**config.mk**
```make
export PLATFORM = sky130hd
export DESIGN_NAME = fev_top
export DESIGN_NICKNAME = d
export VERILOG_FILES = /design/src/fev_pkg.sv /design/src/fev_engine_if.sv /design/src/fev_verify_engine.sv /design/src/fev_top.sv
export VERILOG_INCLUDE_DIRS = /design/src
export SDC_FILE = /design/constraint.sdc
export NUM_CORES = 1
export LEC_CHECK = 0
export ABC_CLOCK_PERIOD_IN_PS = 3000
export BUFFER_PORTS_ARGS = -buffer_cell sky130_fd_sc_hd__buf_2
export CAP_MARGIN = 20
export CORE_MARGIN = 3
export CORE_UTILIZATION = 35
export DETAILED_ROUTE_END_ITERATION = 8
export SLEW_MARGIN = 20
export SYNTH_ARGS = -nofsm -noshare
export SYNTH_HDL_FRONTEND = slang
export SYNTH_SLANG_ARGS = --single-unit
```
**constraint.sdc**
```tcl
create_clock -name clk_sys -period 3 [get_ports clk_sys]
set_input_delay 0.15 -clock clk_sys [delete_from_list [all_inputs] [get_ports clk_sys]]
set_output_delay 0.15 -clock clk_sys [all_outputs]
set_load 0.02 [all_outputs]
```
**src/fev_defines.svh**
```systemverilog
`ifndef FEV_DEFINES_SVH
`define FEV_DEFINES_SVH
// Summary of operation
// - Clearing the command complete flag launches a check that every phrase reads as erased.
// - The command complete flag sets again only once the whole check has finished.
// - A launch with the command object index not pointing at slot two is an access error.
// - A launch while a load-data-field sequence is active is an access error.
// - A launch in an operating mode that forbids the command is an access error.
// - A launch whose 23-bit start address is outside program flash is an access error.
// - A launch whose start address has any of bits 2:0 set is an access error.
// - A launch whose section crosses a 256 Kbyte boundary is an access error.
// - Any error while reading the section, not-erased data included, sets verify error status.
// - Any uncorrectable error while reading the section sets verify uncorrectable status.

////////////////////////////////////////////////////////////////////////////////
`define FEV_ADDR_W        8
`define FEV_OFF_STATUS    8'h00
`define FEV_OFF_INDEX     8'h04
`define FEV_OFF_OBJECT    8'h08
`define FEV_OFF_MODE      8'h0C
`define FEV_OFF_IRQ_STAT  8'h10
`define FEV_OFF_IRQ_CLR   8'h14
`define FEV_OFF_IRQ_EN    8'h18

`define FEV_ST_CCF        7
`define FEV_ST_ACCESS_ERROR_FLAG     5
`define FEV_ST_PROTECTION_VIOLATION_FLAG     4
`define FEV_ST_VERR       1
`define FEV_ST_VUNC       0
`define FEV_MODE_ALLOW    0
`define FEV_MODE_LDF      1
`define FEV_MODE_RESET    2'h1
`define FEV_IRQ_DONE      0
`define FEV_IRQ_ACCESS_ERROR_FLAG    1

`define FEV_CMD_CODE      8'h03
`define FEV_IDX_LAUNCH    3'h2
`define FEV_SLOTS         6
`define FEV_PFLASH_LO     24'h78_0000
`define FEV_PFLASH_HI     24'h7F_FFFF
`define FEV_RESP_OKAY     2'h0
`define FEV_RESP_SLVERR   2'h2
`endif

```
**src/fev_pkg.sv**
```systemverilog
package fev_pkg;
  typedef enum logic [1:0] {ENG_IDLE, ENG_READ, ENG_WAIT} fev_eng_state_t;
  typedef logic [15:0] fev_word_t;
endpackage : fev_pkg

```
**src/fev_engine_if.sv**
```systemverilog
`timescale 1ns/10ps
interface fev_engine_if;
  logic        start;
  logic [19:0] startPhrase;
  logic [15:0] phraseCount;
  logic        done;
  logic        notErased;
  logic        uncorrectable;
  modport ctrl (output start, output startPhrase, output phraseCount,
                input done, input notErased, input uncorrectable);
  modport eng  (input start, input startPhrase, input phraseCount,
                output done, output notErased, output uncorrectable);
endinterface : fev_engine_if

```
**src/fev_verify_engine.sv**
```systemverilog
`timescale 1ns/10ps
`include "fev_defines.svh"
module fev_verify_engine
  import fev_pkg::*;
(
  input  wire logic        clk_sys,
  input  wire logic        reset,
  fev_engine_if.eng        eng,
  output logic             flashRdEn,
  output logic [19:0]      flashRdPhrase,
  input  wire logic [63:0] flashRdData,
  input  wire logic        flashRdValid,
  input  wire logic        flashRdUncorr
);
  fev_eng_state_t state;
  logic [15:0]    left;
  logic           notErased;
  logic           uncorr;
  logic           done;
  wire            phraseBad  = ~(&flashRdData) | flashRdUncorr;
  wire            lastPhrase = (left == 16'h0001);

  assign eng.done          = done;
  assign eng.notErased     = notErased;
  assign eng.uncorrectable = uncorr;

  // Each phrase is read once and compared against all ones; the next read waits
  // for the answer, which trades speed for a flash port without outstanding reads.
  always_ff @(posedge clk_sys)
  begin
    if (reset)
    begin
      state         <= ENG_IDLE;
      left          <= 16'h0000;
      notErased     <= 1'b0;
      uncorr        <= 1'b0;
      done          <= 1'b0;
      flashRdEn     <= 1'b0;
      flashRdPhrase <= 20'h0_0000;
    end
    else
    begin
      done      <= 1'b0;
      flashRdEn <= 1'b0;
      unique case (state)
        ENG_IDLE:
          if (eng.start)
          begin
            flashRdPhrase <= eng.startPhrase;
            left          <= eng.phraseCount;
            notErased     <= 1'b0;
            uncorr        <= 1'b0;
            state         <= ENG_READ;
          end
        ENG_READ:
        begin
          flashRdEn <= 1'b1;
          state     <= ENG_WAIT;
        end
        ENG_WAIT:
          if (flashRdValid)
          begin
            if (phraseBad)
              notErased <= 1'b1;
            if (flashRdUncorr)
              uncorr <= 1'b1;
            flashRdPhrase <= flashRdPhrase + 20'h0_0001;
            left          <= left - 16'h0001;
            if (lastPhrase)
            begin
              done  <= 1'b1;
              state <= ENG_IDLE;
            end
            else
              state <= ENG_READ;
          end
      endcase
    end
  end
endmodule : fev_verify_engine

```
**src/fev_top.sv**
```systemverilog
// The placing of the registers and register access over AXI4-Lite were left to the implementer.
`timescale 1ns/10ps
`include "fev_defines.svh"
module fev_top
  import fev_pkg::*;
(
  input  wire logic                  clk_sys,
  input  wire logic                  reset,
  input  wire logic [`FEV_ADDR_W-1:0] s_axi_awaddr,
  input  wire logic                  s_axi_awvalid,
  output logic                       s_axi_awready,
  input  wire logic [31:0]           s_axi_wdata,
  input  wire logic [3:0]            s_axi_wstrb,
  input  wire logic                  s_axi_wvalid,
  output logic                       s_axi_wready,
  output logic [1:0]                 s_axi_bresp,
  output logic                       s_axi_bvalid,
  input  wire logic                  s_axi_bready,
  input  wire logic [`FEV_ADDR_W-1:0] s_axi_araddr,
  input  wire logic                  s_axi_arvalid,
  output logic                       s_axi_arready,
  output logic [31:0]                s_axi_rdata,
  output logic [1:0]                 s_axi_rresp,
  output logic                       s_axi_rvalid,
  input  wire logic                  s_axi_rready,
  output logic                       flashRdEn,
  output logic [19:0]                flashRdPhrase,
  input  wire logic [63:0]           flashRdData,
  input  wire logic                  flashRdValid,
  input  wire logic                  flashRdUncorr,
  output logic                       irq
);
  fev_engine_if engBus ();

  logic [`FEV_ADDR_W-1:0] wrAddr;
  logic [31:0]            wrData;
  logic [3:0]             wrStrb;
  logic                   cmdCompleteFlag;
  logic                   accessErrorFlag;
  logic                   verifyErrorStatus;
  logic                   verifyUncorrectableStatus;
  logic [2:0]             commandObjectIndex;
  fev_word_t              commandObjectArray [`FEV_SLOTS];
  logic [1:0]             modeReg;
  logic [1:0]             irqStat;
  logic [1:0]             irqEn;
  logic                   startPulse;

  ////////////////////////////////////////////////////////////////////////////////
  // Byte-lane merge so narrow software writes to an object slot leave the other lanes alone; other registers take zero there.
  function automatic logic [31:0] laneMerge(input logic [31:0] old,
                                            input logic [31:0] data,
                                            input logic [3:0]  strb);
    logic [31:0] res;
    res = old;
    for (int i = 0; i < 4; i++)
      if (strb[i])
        res[i*8 +: 8] = data[i*8 +: 8];
    return res;
  endfunction : laneMerge

  ////////////////////////////////////////////////////////////////////////////////
  // Write path: address and data are taken in either order; the write lands
  // in the cycle both are held and no response is pending.
  wire doWrite   = ~s_axi_awready & ~s_axi_wready & ~s_axi_bvalid;
  wire wrStatus  = doWrite & (wrAddr == `FEV_OFF_STATUS);
  wire wrIndex   = doWrite & (wrAddr == `FEV_OFF_INDEX);
  wire wrObject  = doWrite & (wrAddr == `FEV_OFF_OBJECT);
  wire wrMode    = doWrite & (wrAddr == `FEV_OFF_MODE);
  wire wrIrqClr  = doWrite & (wrAddr == `FEV_OFF_IRQ_CLR);
  wire wrIrqEn   = doWrite & (wrAddr == `FEV_OFF_IRQ_EN);
  wire wrMapped  = wrStatus | wrIndex | wrObject | wrMode | wrIrqClr | wrIrqEn
                   | (wrAddr == `FEV_OFF_IRQ_STAT);
  wire [31:0] wrEff = laneMerge(32'h0000_0000, wrData, wrStrb);

  ////////////////////////////////////////////////////////////////////////////////
  // Launch checks, all evaluated against the object array, the index and the mode register as they stand.
  wire [23:0] startAddr  = {1'b0, commandObjectArray[0][6:0], commandObjectArray[1]};
  wire [15:0] phraseCnt  = commandObjectArray[2];
  wire [23:0] endAddr    = startAddr + {5'h00, phraseCnt, 3'h0} - 24'h00_0001;
  wire launchReq  = wrStatus & wrEff[`FEV_ST_CCF] & cmdCompleteFlag;
  wire badIndex   = commandObjectIndex != `FEV_IDX_LAUNCH;
  wire badLdf     = modeReg[`FEV_MODE_LDF];
  wire badMode    = ~modeReg[`FEV_MODE_ALLOW];
  wire badCode    = commandObjectArray[0][15:8] != `FEV_CMD_CODE;
  wire badAddr    = (startAddr < `FEV_PFLASH_LO) | (startAddr > `FEV_PFLASH_HI)
                    | (endAddr > `FEV_PFLASH_HI) | (phraseCnt == 16'h0000);
  wire badAlign   = startAddr[2:0] != 3'h0;
  wire badCross   = startAddr[22:18] != endAddr[22:18];
  wire launchErr  = badIndex | badLdf | badMode | badCode | badAddr | badAlign | badCross;
  wire launchOk   = launchReq & ~launchErr;
  wire launchFail = launchReq & launchErr;

  assign engBus.start       = startPulse;
  assign engBus.startPhrase = startAddr[22:3];
  assign engBus.phraseCount = phraseCnt;

  // Hardware set wins over a software clear in the same cycle.
  wire [1:0] irqEvents   = {launchFail, engBus.done};
  wire [1:0] irqClrBits  = wrIrqClr ? wrEff[1:0] : 2'b00;
  wire [1:0] next_irqStat = irqEvents | (irqStat & ~irqClrBits);
  wire [1:0] next_irqEn   = wrIrqEn ? wrEff[1:0] : irqEn;
  wire       accClr       = wrStatus & wrEff[`FEV_ST_ACCESS_ERROR_FLAG];

  ////////////////////////////////////////////////////////////////////////////////
  // Read path.
  wire [`FEV_ADDR_W-1:0] rAddr = s_axi_araddr;
  wire [31:0] statusWord = {24'h00_0000, cmdCompleteFlag, 1'b0, accessErrorFlag,
                            1'b0, 2'b00, verifyErrorStatus, verifyUncorrectableStatus};
  wire [15:0] objWord = (commandObjectIndex < 3'(`FEV_SLOTS))
                        ? commandObjectArray[commandObjectIndex] : 16'h0000;
  // A software write merges its byte lanes into the slot that the index selects.
  wire [31:0] objMerged = laneMerge({16'h0000, objWord}, wrData, wrStrb);
  wire rdStatus = rAddr == `FEV_OFF_STATUS;
  wire rdIndex  = rAddr == `FEV_OFF_INDEX;
  wire rdObject = rAddr == `FEV_OFF_OBJECT;
  wire rdMode   = rAddr == `FEV_OFF_MODE;
  wire rdIrqSt  = rAddr == `FEV_OFF_IRQ_STAT;
  wire rdIrqEn  = rAddr == `FEV_OFF_IRQ_EN;
  wire rdWo     = rAddr == `FEV_OFF_IRQ_CLR;
  wire rdMapped = rdStatus | rdIndex | rdObject | rdMode | rdIrqSt | rdIrqEn | rdWo;
  wire [31:0] rdMux = rdStatus ? statusWord
                    : rdIndex  ? {29'h0, commandObjectIndex}
                    : rdObject ? {16'h0000, objWord}
                    : rdMode   ? {30'h0, modeReg}
                    : rdIrqSt  ? {30'h0, irqStat}
                    : rdIrqEn  ? {30'h0, irqEn}
                    : 32'h0000_0000;

  ////////////////////////////////////////////////////////////////////////////////
  always_ff @(posedge clk_sys)
  begin
    if (reset)
    begin
      s_axi_awready <= 1'b1;
      s_axi_wready  <= 1'b1;
      s_axi_bvalid  <= 1'b0;
      s_axi_bresp   <= `FEV_RESP_OKAY;
      wrAddr        <= '0;
      wrData        <= 32'h0000_0000;
      wrStrb        <= 4'h0;
    end
    else
    begin
      if (s_axi_awvalid & s_axi_awready)
      begin
        wrAddr        <= s_axi_awaddr;
        s_axi_awready <= 1'b0;
      end
      if (s_axi_wvalid & s_axi_wready)
      begin
        wrData       <= s_axi_wdata;
        wrStrb       <= s_axi_wstrb;
        s_axi_wready <= 1'b0;
      end
      if (doWrite)
      begin
        s_axi_bvalid <= 1'b1;
        s_axi_bresp  <= wrMapped ? `FEV_RESP_OKAY : `FEV_RESP_SLVERR;
      end
      if (s_axi_bvalid & s_axi_bready)
      begin
        s_axi_bvalid  <= 1'b0;
        s_axi_awready <= 1'b1;
        s_axi_wready  <= 1'b1;
      end
    end
  end

  always_ff @(posedge clk_sys)
  begin
    if (reset)
    begin
      s_axi_arready <= 1'b1;
      s_axi_rvalid  <= 1'b0;
      s_axi_rdata   <= 32'h0000_0000;
      s_axi_rresp   <= `FEV_RESP_OKAY;
    end
    else if (s_axi_arvalid & s_axi_arready)
    begin
      s_axi_arready <= 1'b0;
      s_axi_rvalid  <= 1'b1;
      s_axi_rdata   <= rdMux;
      s_axi_rresp   <= rdMapped ? `FEV_RESP_OKAY : `FEV_RESP_SLVERR;
    end
    else if (s_axi_rvalid & s_axi_rready)
    begin
      s_axi_rvalid  <= 1'b0;
      s_axi_arready <= 1'b1;
    end
  end

  ////////////////////////////////////////////////////////////////////////////////
  always_ff @(posedge clk_sys)
  begin
    if (reset)
    begin
      commandObjectIndex <= 3'h0;
      modeReg            <= `FEV_MODE_RESET;
      for (int i = 0; i < `FEV_SLOTS; i++)
        commandObjectArray[i] <= 16'h0000;
    end
    else
    begin
      if (wrIndex)
        commandObjectIndex <= wrEff[2:0];
      if (wrMode)
        modeReg <= wrEff[1:0];
      // Object writes while a command runs are dropped to keep the engine's inputs stable.
      if (wrObject & cmdCompleteFlag & (commandObjectIndex < 3'(`FEV_SLOTS)))
        commandObjectArray[commandObjectIndex] <= objMerged[15:0];
    end
  end

  always_ff @(posedge clk_sys)
  begin
    if (reset)
    begin
      cmdCompleteFlag           <= 1'b1;
      accessErrorFlag           <= 1'b0;
      verifyErrorStatus         <= 1'b0;
      verifyUncorrectableStatus <= 1'b0;
      startPulse                <= 1'b0;
    end
    else
    begin
      startPulse <= launchOk;
      if (launchFail | accClr)
        accessErrorFlag <= launchFail;
      if (launchOk)
      begin
        cmdCompleteFlag           <= 1'b0;
        verifyErrorStatus         <= 1'b0;
        verifyUncorrectableStatus <= 1'b0;
      end
      else if (engBus.done)
      begin
        cmdCompleteFlag           <= 1'b1;
        verifyErrorStatus         <= engBus.notErased;
        verifyUncorrectableStatus <= engBus.uncorrectable;
      end
    end
  end
  // The protection violation bit of the status word is wired to zero.
  // A failed launch never pulses the engine, so no read occurs.

  always_ff @(posedge clk_sys)
  begin
    if (reset)
    begin
      irqStat <= 2'b00;
      irqEn   <= 2'b00;
      irq     <= 1'b0;
    end
    else
    begin
      irqStat <= next_irqStat;
      irqEn   <= next_irqEn;
      irq     <= |(next_irqStat & next_irqEn);
    end
  end

  ////////////////////////////////////////////////////////////////////////////////
  fev_verify_engine u_engine (
    .clk_sys       (clk_sys),
    .reset         (reset),
    .eng           (engBus.eng),
    .flashRdEn     (flashRdEn),
    .flashRdPhrase (flashRdPhrase),
    .flashRdData   (flashRdData),
    .flashRdValid  (flashRdValid),
    .flashRdUncorr (flashRdUncorr)
  );
endmodule : fev_top

```
## Yosys cells after proc, flatten, opt, wreduce, memory -nomap -nowiden

Memory sizes are Yosys's and may differ from the RTL's. A register that Yosys moved wholly into a read port is not among the register bits.
Cells that the tools add are included.

- Flip-flop bits (word level): 124
- Bits in writable memories: 96
- Output and inout port bits: 63
- Logic and storage cells: 181
- Memories kept: 1

- Add/subtract/negate cells: 4
- $lt $le $gt $ge: 4
- Equal/unequal tests: 22
- Multiplexer cells: 49
- Bitwise logic cells: 55
- Reduce and logical (&&, ||, !) cells: 18

Memory list:

| name | depth | bits a word | read ports | clocked after memory_dff | wr ports | line | RTL |
|---|---|---|---|---|---|---|---|
| commandObjectArray | 6 | 16 | 4 | 1 | 6 | fev_top.sv:43 | `` fev_word_t commandObjectArray [`FEV_SLOTS]; `` |

Operators with widths:

| operator | count |
|---|---|
| 16-bit 2-to-1 mux | 7 |
| 64-bit AND reduction | 1 |
| 8-bit by 5-bit == test with 1-bit output, second input constant | 6 |
| 20-bit 2-to-1 mux | 2 |
| 20-bit one-hot mux with 2 select lines | 1 |
| 8-bit by 4-bit == test with 1-bit output, second input constant | 4 |
| 16-bit one-hot mux with 2 select lines | 1 |
| 23-bit by 19-bit adder with 24-bit output | 1 |
| 24-bit by 23-bit > comparator with 1-bit output, second input constant | 1 |
| 8-bit 2-to-1 mux | 3 |
| 24-bit by 1-bit subtractor with 24-bit output, second input constant | 1 |
| 23-bit > comparator, second input constant | 1 |
| 23-bit < comparator, second input constant | 1 |
| 1-bit bitwise OR | 23 |
| 20-bit by 1-bit adder with 20-bit output, second input constant | 1 |
| 1-bit AND | 20 |
| 1-bit 2-to-1 mux | 20 |
| 2-bit 2-to-1 mux | 9 |
| 16-bit by 1-bit == test with 1-bit output, second input constant | 1 |
| 8-bit by 3-bit == test with 1-bit output, second input constant | 2 |
| 16-bit logical NOT | 1 |
| 8-bit logical NOT | 2 |
| 16-bit OR reduction | 1 |
| 16-bit by 1-bit subtractor with 16-bit output, second input constant | 1 |
| 23 further kinds | 41 |

## Depth between registers and ports, before layout

Gate-level depths: netlist of the first run.
An unclocked memory read counts as a cell.

- Depth in word-level cells: 13
- Depth in mapped cells: 13

## Cells and area by module

From an unflattened synthesis of the first run, not the netlist that was laid out.

- Cell total of the unflattened synthesis: 1,293
- Area, all modules: 12,764.7 sq um

By module, submodules not included:

| module | instances | cells each | area each (sq um) | seq. area each (sq um) |
|---|---|---|---|---|
| fev_top | 1 | 939 | 9,957.0 | 5,185.0 |
| fev_verify_engine | 1 | 354 | 2,807.7 | 840.8 |

## Least setup slack after synthesis of the first run

OpenSTA, ideal clock, no wires.

- Path type: flip-flop to flip-flop
- Start point: mem commandObjectArray[2][6] (netlist name)
- End point: reg irq
- Data arrival time: 2.594 ns
- Required time: 2.847 ns
- Setup slack: 0.254 ns
- Cell stages (with the launch flop): 13
- Path buffers: 0
- Cells stage by stage: edfxtp_1 > inv_1 > ha_1 > inv_1 > ha_1 > a21oi_1 > o21ai_0 > o31ai_1 > nand2_1 > a211o_1 > xnor2_1 > nor4_2 > a41oi_1

RTL lines:

| element | line | RTL |
|---|---|---|
| start: declaration | fev_top.sv:43 |  |
| end signal: assignment | fev_top.sv:259 | `irq <= \|(next_irqStat & next_irqEn);` |
| end: declaration | fev_top.sv:31 | `output logic irq` |

==> impl_metrics.csv, run 1 <==
group,metric,value,unit
power,pwr-share-comb,9.9,%
finish,mostFrequentLayoutCells,"nor2_1 (187), buf_2 (150), nand2_1 (135)",
worst_setup_path,rr_startpoint,"commandObjectArray[1][9]",
sta,hold_ws,0.04723,ns
power,p_clk_share,40.0,%
place,dp_hpwl,26100,microns
sta,slew_violations,0,
worst_setup_path,startpoint_type,"register",
sta,max_freq,342.3,MHz
finish,final_common_cell,"nor2_1",
yosys,netlist_top_cells_area,"edfxtp_1 (31%), dfxtp_1 (18%), nor2_1 (5.8%)",
sta,period_share,97.39,%
power,switching_share,24.62,%
power,p_total,7088,uW
min_path,min_path_type,"in -> reg",
place,portBuffers,151,
finish,final_nets,1695,
yosys,ys_ff_latch,237,
global_route,grt_usage,18.63,%
yosys,synthCells,1269,
global_route,grt_pass1_wl,54050,microns
route,vias_per_cell,5.210,
sta,slew_headroom,41.76,%
power,power_density,463.8,nW/um^2
yosys,synth-edff-count,128,
worst_setup_path,r2r_slack,0.08,ns
power,p_leak,0.006109,uW
global_route,antenna_found_initial,0,
sta,finalSetupTns,0,ns
route,antenna_left,0,
floorplanning,die_w,193,microns
route,via_count,10389,
floorplanning,initial_core_util,35.96,%
worst_setup_path,path_max_fanout,7,
yosys,async_flop_share,0,%
yosys,avgSynthCellArea,9.645,sq um
worst_setup_path,ff2ff_path_depth,12,
cts,clock_path_buffers,3,
worst_setup_path,endpoint_kind,"register",
cts,root_buffer,"clkbuf_16",
power,power.share.sequential,50.1,%
route,first_iter_violations,760,
sta,layout_min_cycle_time,2.922,ns
worst_setup_path,arrival,3.37,ns
finish,layout-drive-gt1-share,21.86,%
finish,num_antenna_cells,0,
global_route,grt_pass1_vias,9943,
yosys,synth_top_area_share,31.40,%
cts,numCtsBuffers,25,
route,routed_wl,35650,microns
route,wl_per_cell,17.88,microns
finish,fillers,3222,
worst_setup_path,r2r_end,"verifyErrorStatus",
min_path,hold-path-endpoint,"s_axi_rresp[1]",
finish,instances_no_fill,1994,
yosys,ys_seq_area_share,49.23,%
power,peakVddDrop,0.4015,mV
place,dp_cells,1902,
cts,cts.sinks,237,
yosys,yosysTopAreaCell,"edfxtp_1",
power,p_switching,1745,uW
sta,hold_viol_final,0,
finish,area_growth,24.87,%
sta,worst_pin_slew,0.8727,ns
floorplanning,ios,188,
worst_setup_path,critPathRequiredTime,3.45,ns
finish,post-route-util,44.90,%
min_path,hp-start,"s_axi_araddr[2]",
global_route,grt_max_degree,65,
floorplanning,die_h,193,microns
min_path,holdPathStages,3,
sta,finalSetupViolCount,0,
cts,cts.clk_slew.worst_paths,0.06,ns
floorplanning,core_area,34040,sq um
sta,rsz0062_at_grt,"yes",
run,cap_violations,0,
route,drc,0,
worst_setup_path,path_class,"reg -> reg",
power,intPower,5343,uW
cts,h-tree-depth,1,
route,firstDrtPassIters,5,
cts,clk_latency,0.54,ns
floorplanning,dieArea,37250,sq um
global_route,grt-ovfl-total,0,
yosys,synth_area,12240,sq um
yosys,ys.flop_type,"edfxtp_1",
cts,tritoncts,"built",
run_status,outcome,"finished, final reports clean",
place,place.gp.congestion,0.8333,
floorplanning,rows,67,
sta,clock_skew,0.01155,ns
yosys,yosys_warnings,0,
yosys,synth_cell_types,73,
-- power by group through the flow --
stage | Sequential (uW) | Clock (uW) | Combinational [uW]
global route | 3560 | 3020 | 766
CTS | 3550 | 2900 | 647
global placement | 3620 | 0 | 595
detailed placement | 3620 | 0 | 602
floorplan | 3610 | 0 | 378
finish | 3550 | 2830 | 702
-- worst max path at each step --
stage	start	end
global route	commandObjectArray[1][7]	verifyErrorStatus
floorplan	commandObjectArray[2][6]	irq
detailed placement	commandObjectArray[1][3]	irq
CTS	commandObjectArray[1][3]	verifyErrorStatus
global placement	commandObjectArray[1][9]	irq
finish	commandObjectArray[1][9]	verifyErrorStatus
-- cell type report --
class / count / area [sq um] / area share (%)
Clock buffer: 28 / 636.9 / 4.167
Clock inverter: 18 / 103.9 / 0.6795
Inverter: 102 / 385.4 / 2.521
Multi-Input combinational cell: 897 / 5807 / 37.99
Sequential cell: 237 / 6027 / 39.44
Tap cell: 448 / 560.5 / 3.668
Timing Repair Buffer: 264 / 1763 / 11.53
-- worst max-delay path: stages, from the launching register on --
cell      delay, ns
edfxtp_1       0.39
inv_1          0.09
ha_1           0.23
inv_2          0.07
ha_4           0.21
nand4_1        0.12
a211oi_2       0.06
or4_1          0.55
or4b_1         0.53
nand4_1        0.14
nor4_4         0.05
buf_6          0.14
a311oi_2       0.24
-- through the flow --
| stage | area, sq um | setup WS [ns] |
|---|---|---|
| 2_1_floorplan | 12420 | 0.2536 |
| 4_1_cts | 15060 | 0.004262 |
| 3_3_place_gp | 13910 | 0.05537 |
| 3_5_place_dp | 13910 | -0.005733 |
| 5_1_grt | 15280 | -0.02439 |
| 6_report | 15280 | 0.07839 |
-- kinds of logic (layout without fill, tap and decap cells) --
family	count (synthesis)	after routing	share of synthesized area, %
adder cells (fa/ha/maj)	43	43	4.457
multiplexers	61	61	8.321
XOR/XNOR	16	16	1.145
AND/OR/NAND/NOR	492	492	18.56
buffers and inverters	184	412	6.318
other	1	50	0.03064
AO/OA/AOI/OAI	235	235	11.93
flip-flops	237	237	49.23
-- per-layer routing --
metal / routed length, microns / part of all wire [%] / global-route usage, % / vias up
met2: 17200 / 48 / 32.52 / 360
met3: 2163 / 6.1 / 2.477 / 64
li1: - / - / - / 4985
met4: 1115 / 3.1 / 6.036 / 0
met5: 0 / 0 / 0 / -
met1: 15170 / 43 / 24.02 / 4980
-- Yosys cell counts (all sizes together), types with 4 or more instances --
cell	n
and3	8
nand2	135
a211oi	9
xnor2	13
o22ai	7
a31oi	4
a21oi	103
edfxtp	128
mux2i	26
inv	102
nor4	14
nor2b	8
a311oi	6
nand3	30
nand4	29
mux4	32
o21a	5
nor3	32
o21ai	34
a221oi	7
dfxtp	109
nand2b	13
a22oi	17
or3	5
o31ai	16
and2	6
or4	4
a222oi	4
nor2	189
a21o	5
buf	33
clkbuf	49
ha	42
-- registers in the layout, summed over array words and instances (netlist names), 3 cells and up, named ones only --
signal,flops
u_engine.flashRdPhrase,20
wrData,16
commandObjectArray,128
commandObjectIndex,3
u_engine.left,16
s_axi_rdata,16
wrAddr,8
-- timing repair --
| action | in CTS | in global routing |
|---|---|---|
| buffers inserted | 0 | 6 |
| resized for setup | 1 | 35 |
| endpoints found under the hold margin | 34 | 0 |
| pin swaps | 0 | 14 |
| endpoints found under the setup margin | 5 | 7 |
| hold buffers | 41 | 0 |
Note: power is estimated with default switching activity, not from simulation.
==> run 2: changes to the inputs <==
--- a/config.mk
+++ b/config.mk
@@ -6,7 +6,7 @@
 export SDC_FILE = /design/constraint.sdc
 export NUM_CORES = 1
 export LEC_CHECK = 0
-export ABC_CLOCK_PERIOD_IN_PS = 3000
+export ABC_CLOCK_PERIOD_IN_PS = 2500
 export BUFFER_PORTS_ARGS = -buffer_cell sky130_fd_sc_hd__buf_2
 export CAP_MARGIN = 20
 export CORE_MARGIN = 3
==> constraint.sdc (replaced) <==
create_clock -name clk_sys -period 2.5 [get_ports clk_sys]
set_input_delay 0.125 -clock clk_sys [delete_from_list [all_inputs] [get_ports clk_sys]]
set_output_delay 0.125 -clock clk_sys [all_outputs]
set_load 0.02 [all_outputs]
==> run 2 against run 1 <==
The run now ends with negative setup slack left. Global-route usage grew 0.30 points. Fmax shrank 0.14%. Non-clock buffer count grew 46. Via count grew 1.6%. Setup slack lost 0.50 ns. Highest routed layer unchanged.
==> impl_metrics.csv, run 2 (synthesized netlist as in run 1, its figures left out) <==
group,metric,value,unit
run_status,outcome,"complete, but fails checks",
run_status,violations,"negative setup slack",
finish,largest_reg_flops,128,
sta,rsz0062_at_grt,"yes",
finish,regMostFlops,"commandObjectArray",
global_route,grt_pass1_wl,55120,microns
route,drc,0,
cts,clock_path_buffers,3,
global_route,grt-ovfl-total,0,
route,vias_per_cell,5.171,
route,first_iter_violations,707,
floorplanning,core_area,34040,sq um
worst_setup_path,critPathSlowestCell,"nor4_4",
sta,slew_violations,0,
place,portBuffers,151,
floorplanning,die_h,193,microns
place,dp_cells,1950,
cts,h-tree-depth,1,
min_path,min_path_type,"in -> reg",
sta,slew_headroom,38.97,%
power,peakVddDrop,0.5110,mV
cts,clk_latency,0.56,ns
floorplanning,initial_core_util,35.96,%
finish,mostFrequentLayoutCells,"nor2_1 (186), buf_2 (150), nand2_1 (134)",
worst_setup_path,endpoint_kind,"register",
finish,instances_no_fill,2042,
worst_setup_path,cp_slowest_stage_delay,0.48,ns
finish,top_regs,"commandObjectArray (128), u_engine.flashRdPhrase (20)",
floorplanning,ios,188,
cts,cts.clk_slew.worst_paths,0.06,ns
global_route,grt_pass1_vias,10214,
finish,final_common_cell,"nor2_1",
place,dp_hpwl,26590,microns
floorplanning,die_w,193,microns
sta,worst_pin_slew,0.9133,ns
worst_setup_path,critical_path.cell_chain,"inv_1 -> ha_1 -> inv_1 -> ha_4 -> nand2_1 -> or3_1 -> a21o_1 -> a21oi_2 -> nor2_1 -> xnor2_2 -> nor4_4 -> a41oi_2",
worst_setup_path,worst-path-stages,12,
finish,layout-drive-gt1-share,23.96,%
worst_setup_path,r2r_end,"irq",
sta,finalSetupTns,-2.793,ns
worst_setup_path,startpoint_type,"register",
sta,max_freq,341.8,MHz
route,via_count,10560,
power,power_density,586.6,nW/um^2
worst_setup_path,rr_startpoint,"commandObjectArray[2][11]",
floorplanning,dieArea,37250,sq um
worst_setup_path,ff2ff_path_depth,12,
worst_setup_path,crit_family,"simple AND/OR/NAND/NOR gates",
route,firstDrtPassIters,5,
sta,period_share,117.0,%
sta,clock_skew,0.02293,ns
sta,setup_slack,-0.4256,ns
worst_setup_path,critPathRequiredTime,2.91,ns
worst_setup_path,arrival,3.34,ns
global_route,antenna_found_initial,0,
cts,tritoncts,"built",
sta,hold_viol_final,0,
worst_setup_path,endpoint,"irq",
worst_setup_path,cp_common_cell,"inv_1",
worst_setup_path,path_max_fanout,7,
route,wl_per_cell,17.57,microns
cts,root_buffer,"clkbuf_16",
run,cap_violations,0,
sta,layout_min_cycle_time,2.926,ns
route,antenna_left,0,
floorplanning,rows,67,
cts,cts.sinks,237,
global_route,grt_max_degree,102,
place,place.gp.congestion,0.8795,
min_path,hp-start,"s_axi_araddr[6]",
worst_setup_path,startpoint,"commandObjectArray[2][11]",
worst_setup_path,r2r_slack,-0.43,ns
power,p_leak,0.006467,uW
global_route,grt_usage,18.93,%
route,routed_wl,35890,microns
worst_setup_path,path_class,"reg -> reg",
finish,final_nets,1742,
finish,num_antenna_cells,0,
worst_setup_path,crit_buf_inv,2,
sta,finalSetupViolCount,7,
finish,area_growth,30.08,%
cts,numCtsBuffers,26,
run 2: cell types whose count changed in the layout (fill, tap and decap cells not counted), moves of 2 or more:
cell           before  now
buf_4              68  105
buf_12              4   12
inv_1              92   99
bufinv_16           0    6
inv_2               9    3
clkinv_2            9    5
clkbuf_1            3    0
clkinv_1            6    4
clkinv_4            1    3
clkinvlp_2          0    2
dlygate4sd3_1      41   43
ha_1               32   34
run 2: power by group:
part	switching, uW	total [uW]	internal (uW)
logic	479	896	417
clock network	1650	4180	2540
registers	63.2	4260	4200
run 2: worst min path at each step:
stage / end / slack, ns / depth (start not counted)
5_1_grt: u_engine.eng.notErased / 0.09 / 6
6_report: s_axi_rresp[1] / 0.04 / 5
3_3_place_gp: s_axi_wready / 0.33 / 2
4_1_cts: s_axi_rresp[1] / 0.03 / 5
3_5_place_dp: s_axi_wready / 0.34 / 2
2_1_floorplan: s_axi_wready / 0.23 / 1
run 2: metrics by stage:
stage,worst slack [ns],hold WS (ns),power [uW],utilization [%],cell area (sq um)
finish,-0.4256,0.03954,9339,46.78,15920
global route,-0.5572,0.08830,9681,46.78,15920
CTS,-0.4055,0.03343,9400,46.76,15920
detailed placement,-0.5109,0.3422,5152,42.41,14440
global placement,-0.4024,0.3318,5141,42.41,14440
floorplan,-0.1815,0.2254,4804,-,12490
run 2: timing repair:
action | CTS | global route
setup endpoints to repair | 7 | 8
endpoints found under the hold margin | 41 | 0
hold buffers | 43 | 0
pin swaps | 6 | 0
resized for setup | 14 | 2
buffers inserted | 2 | 0
run 2: final cells by class:
class,instances,area [sq um]
Clock buffer,26,650.6
Multi-Input combinational cell,897,5796
Inverter,102,382.9
Timing Repair Buffer,310,2210
Sequential cell,237,6027
Clock inverter,22,294.0
Fill cell,3235,18110
Tap cell,448,560.5
run 2: worst register-to-register path, cell delays in order, from the launching register on:
cell and delay (ns):
edfxtp_1 0.40, inv_1 0.08, ha_1 0.28, inv_1 0.06, ha_4 0.28, nand2_1 0.06, or3_1 0.37, a21o_1 0.19
a21oi_2 0.15, nor2_1 0.11, xnor2_2 0.17, nor4_4 0.48, a41oi_2 0.18
run 2: layer usage:
metal  track usage [%]  vias up  part of all wire [%]
met3             2.115       57                   6.0
met4             5.090        0                   2.4
li1                  -     5078                     -
met2             33.68      344                    49
met5                 0        -                     0
met1             24.56     5081                    42
==> run 3: changes to the inputs <==
--- a/config.mk
+++ b/config.mk
@@ -9,9 +9,12 @@
 export ABC_CLOCK_PERIOD_IN_PS = 2500
 export BUFFER_PORTS_ARGS = -buffer_cell sky130_fd_sc_hd__buf_2
 export CAP_MARGIN = 20
+export CELL_PAD_IN_SITES_DETAIL_PLACEMENT = 1
+export CELL_PAD_IN_SITES_GLOBAL_PLACEMENT = 1
 export CORE_MARGIN = 3
 export CORE_UTILIZATION = 35
 export DETAILED_ROUTE_END_ITERATION = 8
+export PLACE_DENSITY_LB_ADDON = 0.1
 export SLEW_MARGIN = 20
 export SYNTH_ARGS = -nofsm -noshare
 export SYNTH_HDL_FRONTEND = slang
==> run 3 against run 2 <==
The run still ends with negative setup slack left. Critical path depth stayed put. Setup slack worse by 0.036 ns. Sequential share of layout area is 0.73 points lower. Final cell count is 1.7% higher. Hold slack worse by 0.0061 ns. Power is 0.88% lower. Utilization is 0.92 points higher. Sequential power hardly changed. Non-clock buffer count is 29 higher. Clock skew is 0.0070 ns lower. Critical path type unchanged. Critical endpoint is now verifyUncorrectableStatus. Largest cell class unchanged. Highest routed layer unchanged.
==> impl_metrics.csv, run 3 (synthesized netlist as in run 1, its figures left out) <==
group,metric,value,unit
worst_setup_path,arrival,3.43,ns
min_path,min_path_type,"in -> reg",
worst_setup_path,critical_path.cell_chain,"inv_1 -> ha_1 -> inv_2 -> ha_4 -> nand4_1 -> a21oi_2 -> or4_4 -> or4b_1 -> nand4_1 -> nor4_4 -> buf_6 -> a311oi_2",
sta,max_freq,337.6,MHz
global_route,grt-ovfl-total,0,
sta,clock_skew,0.01590,ns
worst_setup_path,critPathRequiredTime,2.97,ns
sta,finalSetupViolCount,7,
floorplanning,initial_core_util,35.96,%
route,wl_per_cell,20.13,microns
sta,slew_headroom,42.94,%
place,place.gp.congestion,0.8569,
route,via_count,10890,
worst_setup_path,path_class,"reg -> reg",
worst_setup_path,r2r_slack,-0.46,ns
finish,layout-drive-gt1-share,25.55,%
run_status,violations,"negative setup slack",
global_route,grt_max_degree,49,
global_route,grt_pass1_wl,63250,microns
cts,numCtsBuffers,29,
worst_setup_path,cp_slowest_stage_delay,0.54,ns
finish,num_antenna_cells,0,
finish,fillers,3920,
finish,top_regs,"commandObjectArray (128), u_engine.flashRdPhrase (20)",
finish,multi_input_area,5821,sq um
floorplanning,rows,67,
sta,hold_viol_final,0,
cts,cts.clk_slew.worst_paths,0.06,ns
worst_setup_path,startpoint_type,"register",
sta,rsz0062_at_grt,"yes",
worst_setup_path,startpoint,"commandObjectArray[2][6]",
worst_setup_path,crit_family,"simple AND/OR/NAND/NOR gates",
floorplanning,ios,188,
cts,clk_latency,0.57,ns
route,antenna_left,0,
place,dp_hpwl,31140,microns
run,cap_violations,0,
floorplanning,core_area,34040,sq um
power,peakVddDrop,0.4935,mV
power,p_total,9257,uW
cts,tritoncts,"built",
power,p_leak,0.006608,uW
worst_setup_path,crit_buf_inv,3,
finish,post-route-util,47.70,%
worst_setup_path,cp_common_cell,"nand4_1",
sta,slew_violations,0,
route,firstDrtPassIters,5,
finish,area_growth,32.63,%
route,routed_wl,41790,microns
floorplanning,dieArea,37250,sq um
cts,cts.sinks,237,
floorplanning,die_w,193,microns
finish,regMostFlops,"commandObjectArray",
worst_setup_path,path_max_fanout,7,
global_route,grt_pass1_vias,11261,
sta,period_share,118.5,%
power,power_density,570.2,nW/um^2
route,vias_per_cell,5.246,
worst_setup_path,critPathSlowestCell,"or4_4",
worst_setup_path,ff2ff_path_depth,12,
finish,mostFrequentLayoutCells,"nor2_1 (186), buf_2 (150), nand2_1 (135)",
worst_setup_path,endpoint,"verifyUncorrectableStatus",
sta,worst_pin_slew,0.8538,ns
route,drc,0,
place,portBuffers,151,
run_status,outcome,"complete, but fails checks",
sta,finalSetupTns,-2.887,ns
finish,regArea,6027,sq um
route,first_iter_violations,628,
worst_setup_path,rr_startpoint,"commandObjectArray[2][6]",
sta,layout_min_cycle_time,2.962,ns
worst_setup_path,worst-path-stages,12,
global_route,grt_usage,22.22,%
cts,root_buffer,"clkbuf_16",
worst_setup_path,r2r_end,"verifyUncorrectableStatus",
finish,final_common_cell,"nor2_1",
floorplanning,die_h,193,microns
finish,largest_reg_flops,128,
sta,setup_slack,-0.4619,ns
global_route,antenna_found_initial,0,
cts,clock_path_buffers,3,
finish,final_nets,1774,
worst_setup_path,endpoint_kind,"register",
cts,h-tree-depth,1,
==> run 3: cell type report <==
cell class              count  share of cell area (%)
flip-flops and latches    237                   37.13
clock buffers              40                   4.910
repair buffers            339                   15.62
inverters                 102                   2.359
multi-input cells         897                   35.86
well taps                 448                   3.453
clock inverters            13                  0.6783
==> run 3: layer usage <==
metal / share of wire, % / wire length (microns) / up-vias / global-route usage, %
met4: 2.7 / 1139 / 0 / 5.841
met1: 43 / 18170 / 5414 / 29.29
met5: 0 / 0 / - / 0
met3: 5.9 / 2455 / 61 / 2.875
li1: - / - / 5139 / -
met2: 48 / 20030 / 276 / 38.76
==> run 3: worst min-delay path by stage <==
| stage | start | end | slack (ns) | cells after the start |
|---|---|---|---|---|
| after floorplan | s_axi_wvalid | s_axi_wready | 0.23 | 1 |
| final | s_axi_araddr[2] | s_axi_rresp[1] | 0.03 | 3 |
| after global routing | s_axi_araddr[2] | s_axi_rresp[1] | 0.08 | 3 |
| after detailed placement | s_axi_wvalid | s_axi_wready | 0.34 | 2 |
| after CTS | s_axi_araddr[2] | s_axi_rresp[1] | 0.004 | 3 |
| after global placement | s_axi_wvalid | s_axi_wready | 0.33 | 2 |
==> run 3: through the flow <==
step	instance area, sq um	worst slack (ns)	hold slack (ns)	instances
global route	16230	-0.5743	0.08406	2076
global placement	14740	-0.4283	0.3321	1977
detailed placement	14740	-0.5441	0.3443	1977
finish	16230	-0.4619	0.03340	2076
floorplan	12490	-0.1815	0.2254	1318
CTS	16140	-0.4574	0.003576	2075
==> run 3: what timing repair did <==
action	4_1_cts	5_1_grt
endpoints found under the hold margin	49	0
pin swaps	7	4
resized for setup	10	20
setup buffers	3	1
setup endpoints to repair	7	55
hold buffers	43	0
==> run 3: worst min-delay path, stage by stage <==
cell      delay (ns)
buf_2           0.16
a311oi_1        0.11
nor3_1          0.16
==> run 3: where the power goes <==
group          leakage (uW)  total, uW  internal [uW]  switching [uW]
Combinational       0.00397        948            433             515
Sequential          0.00220       4260           4200            64.8
Clock              0.000433       4040           2330            1710
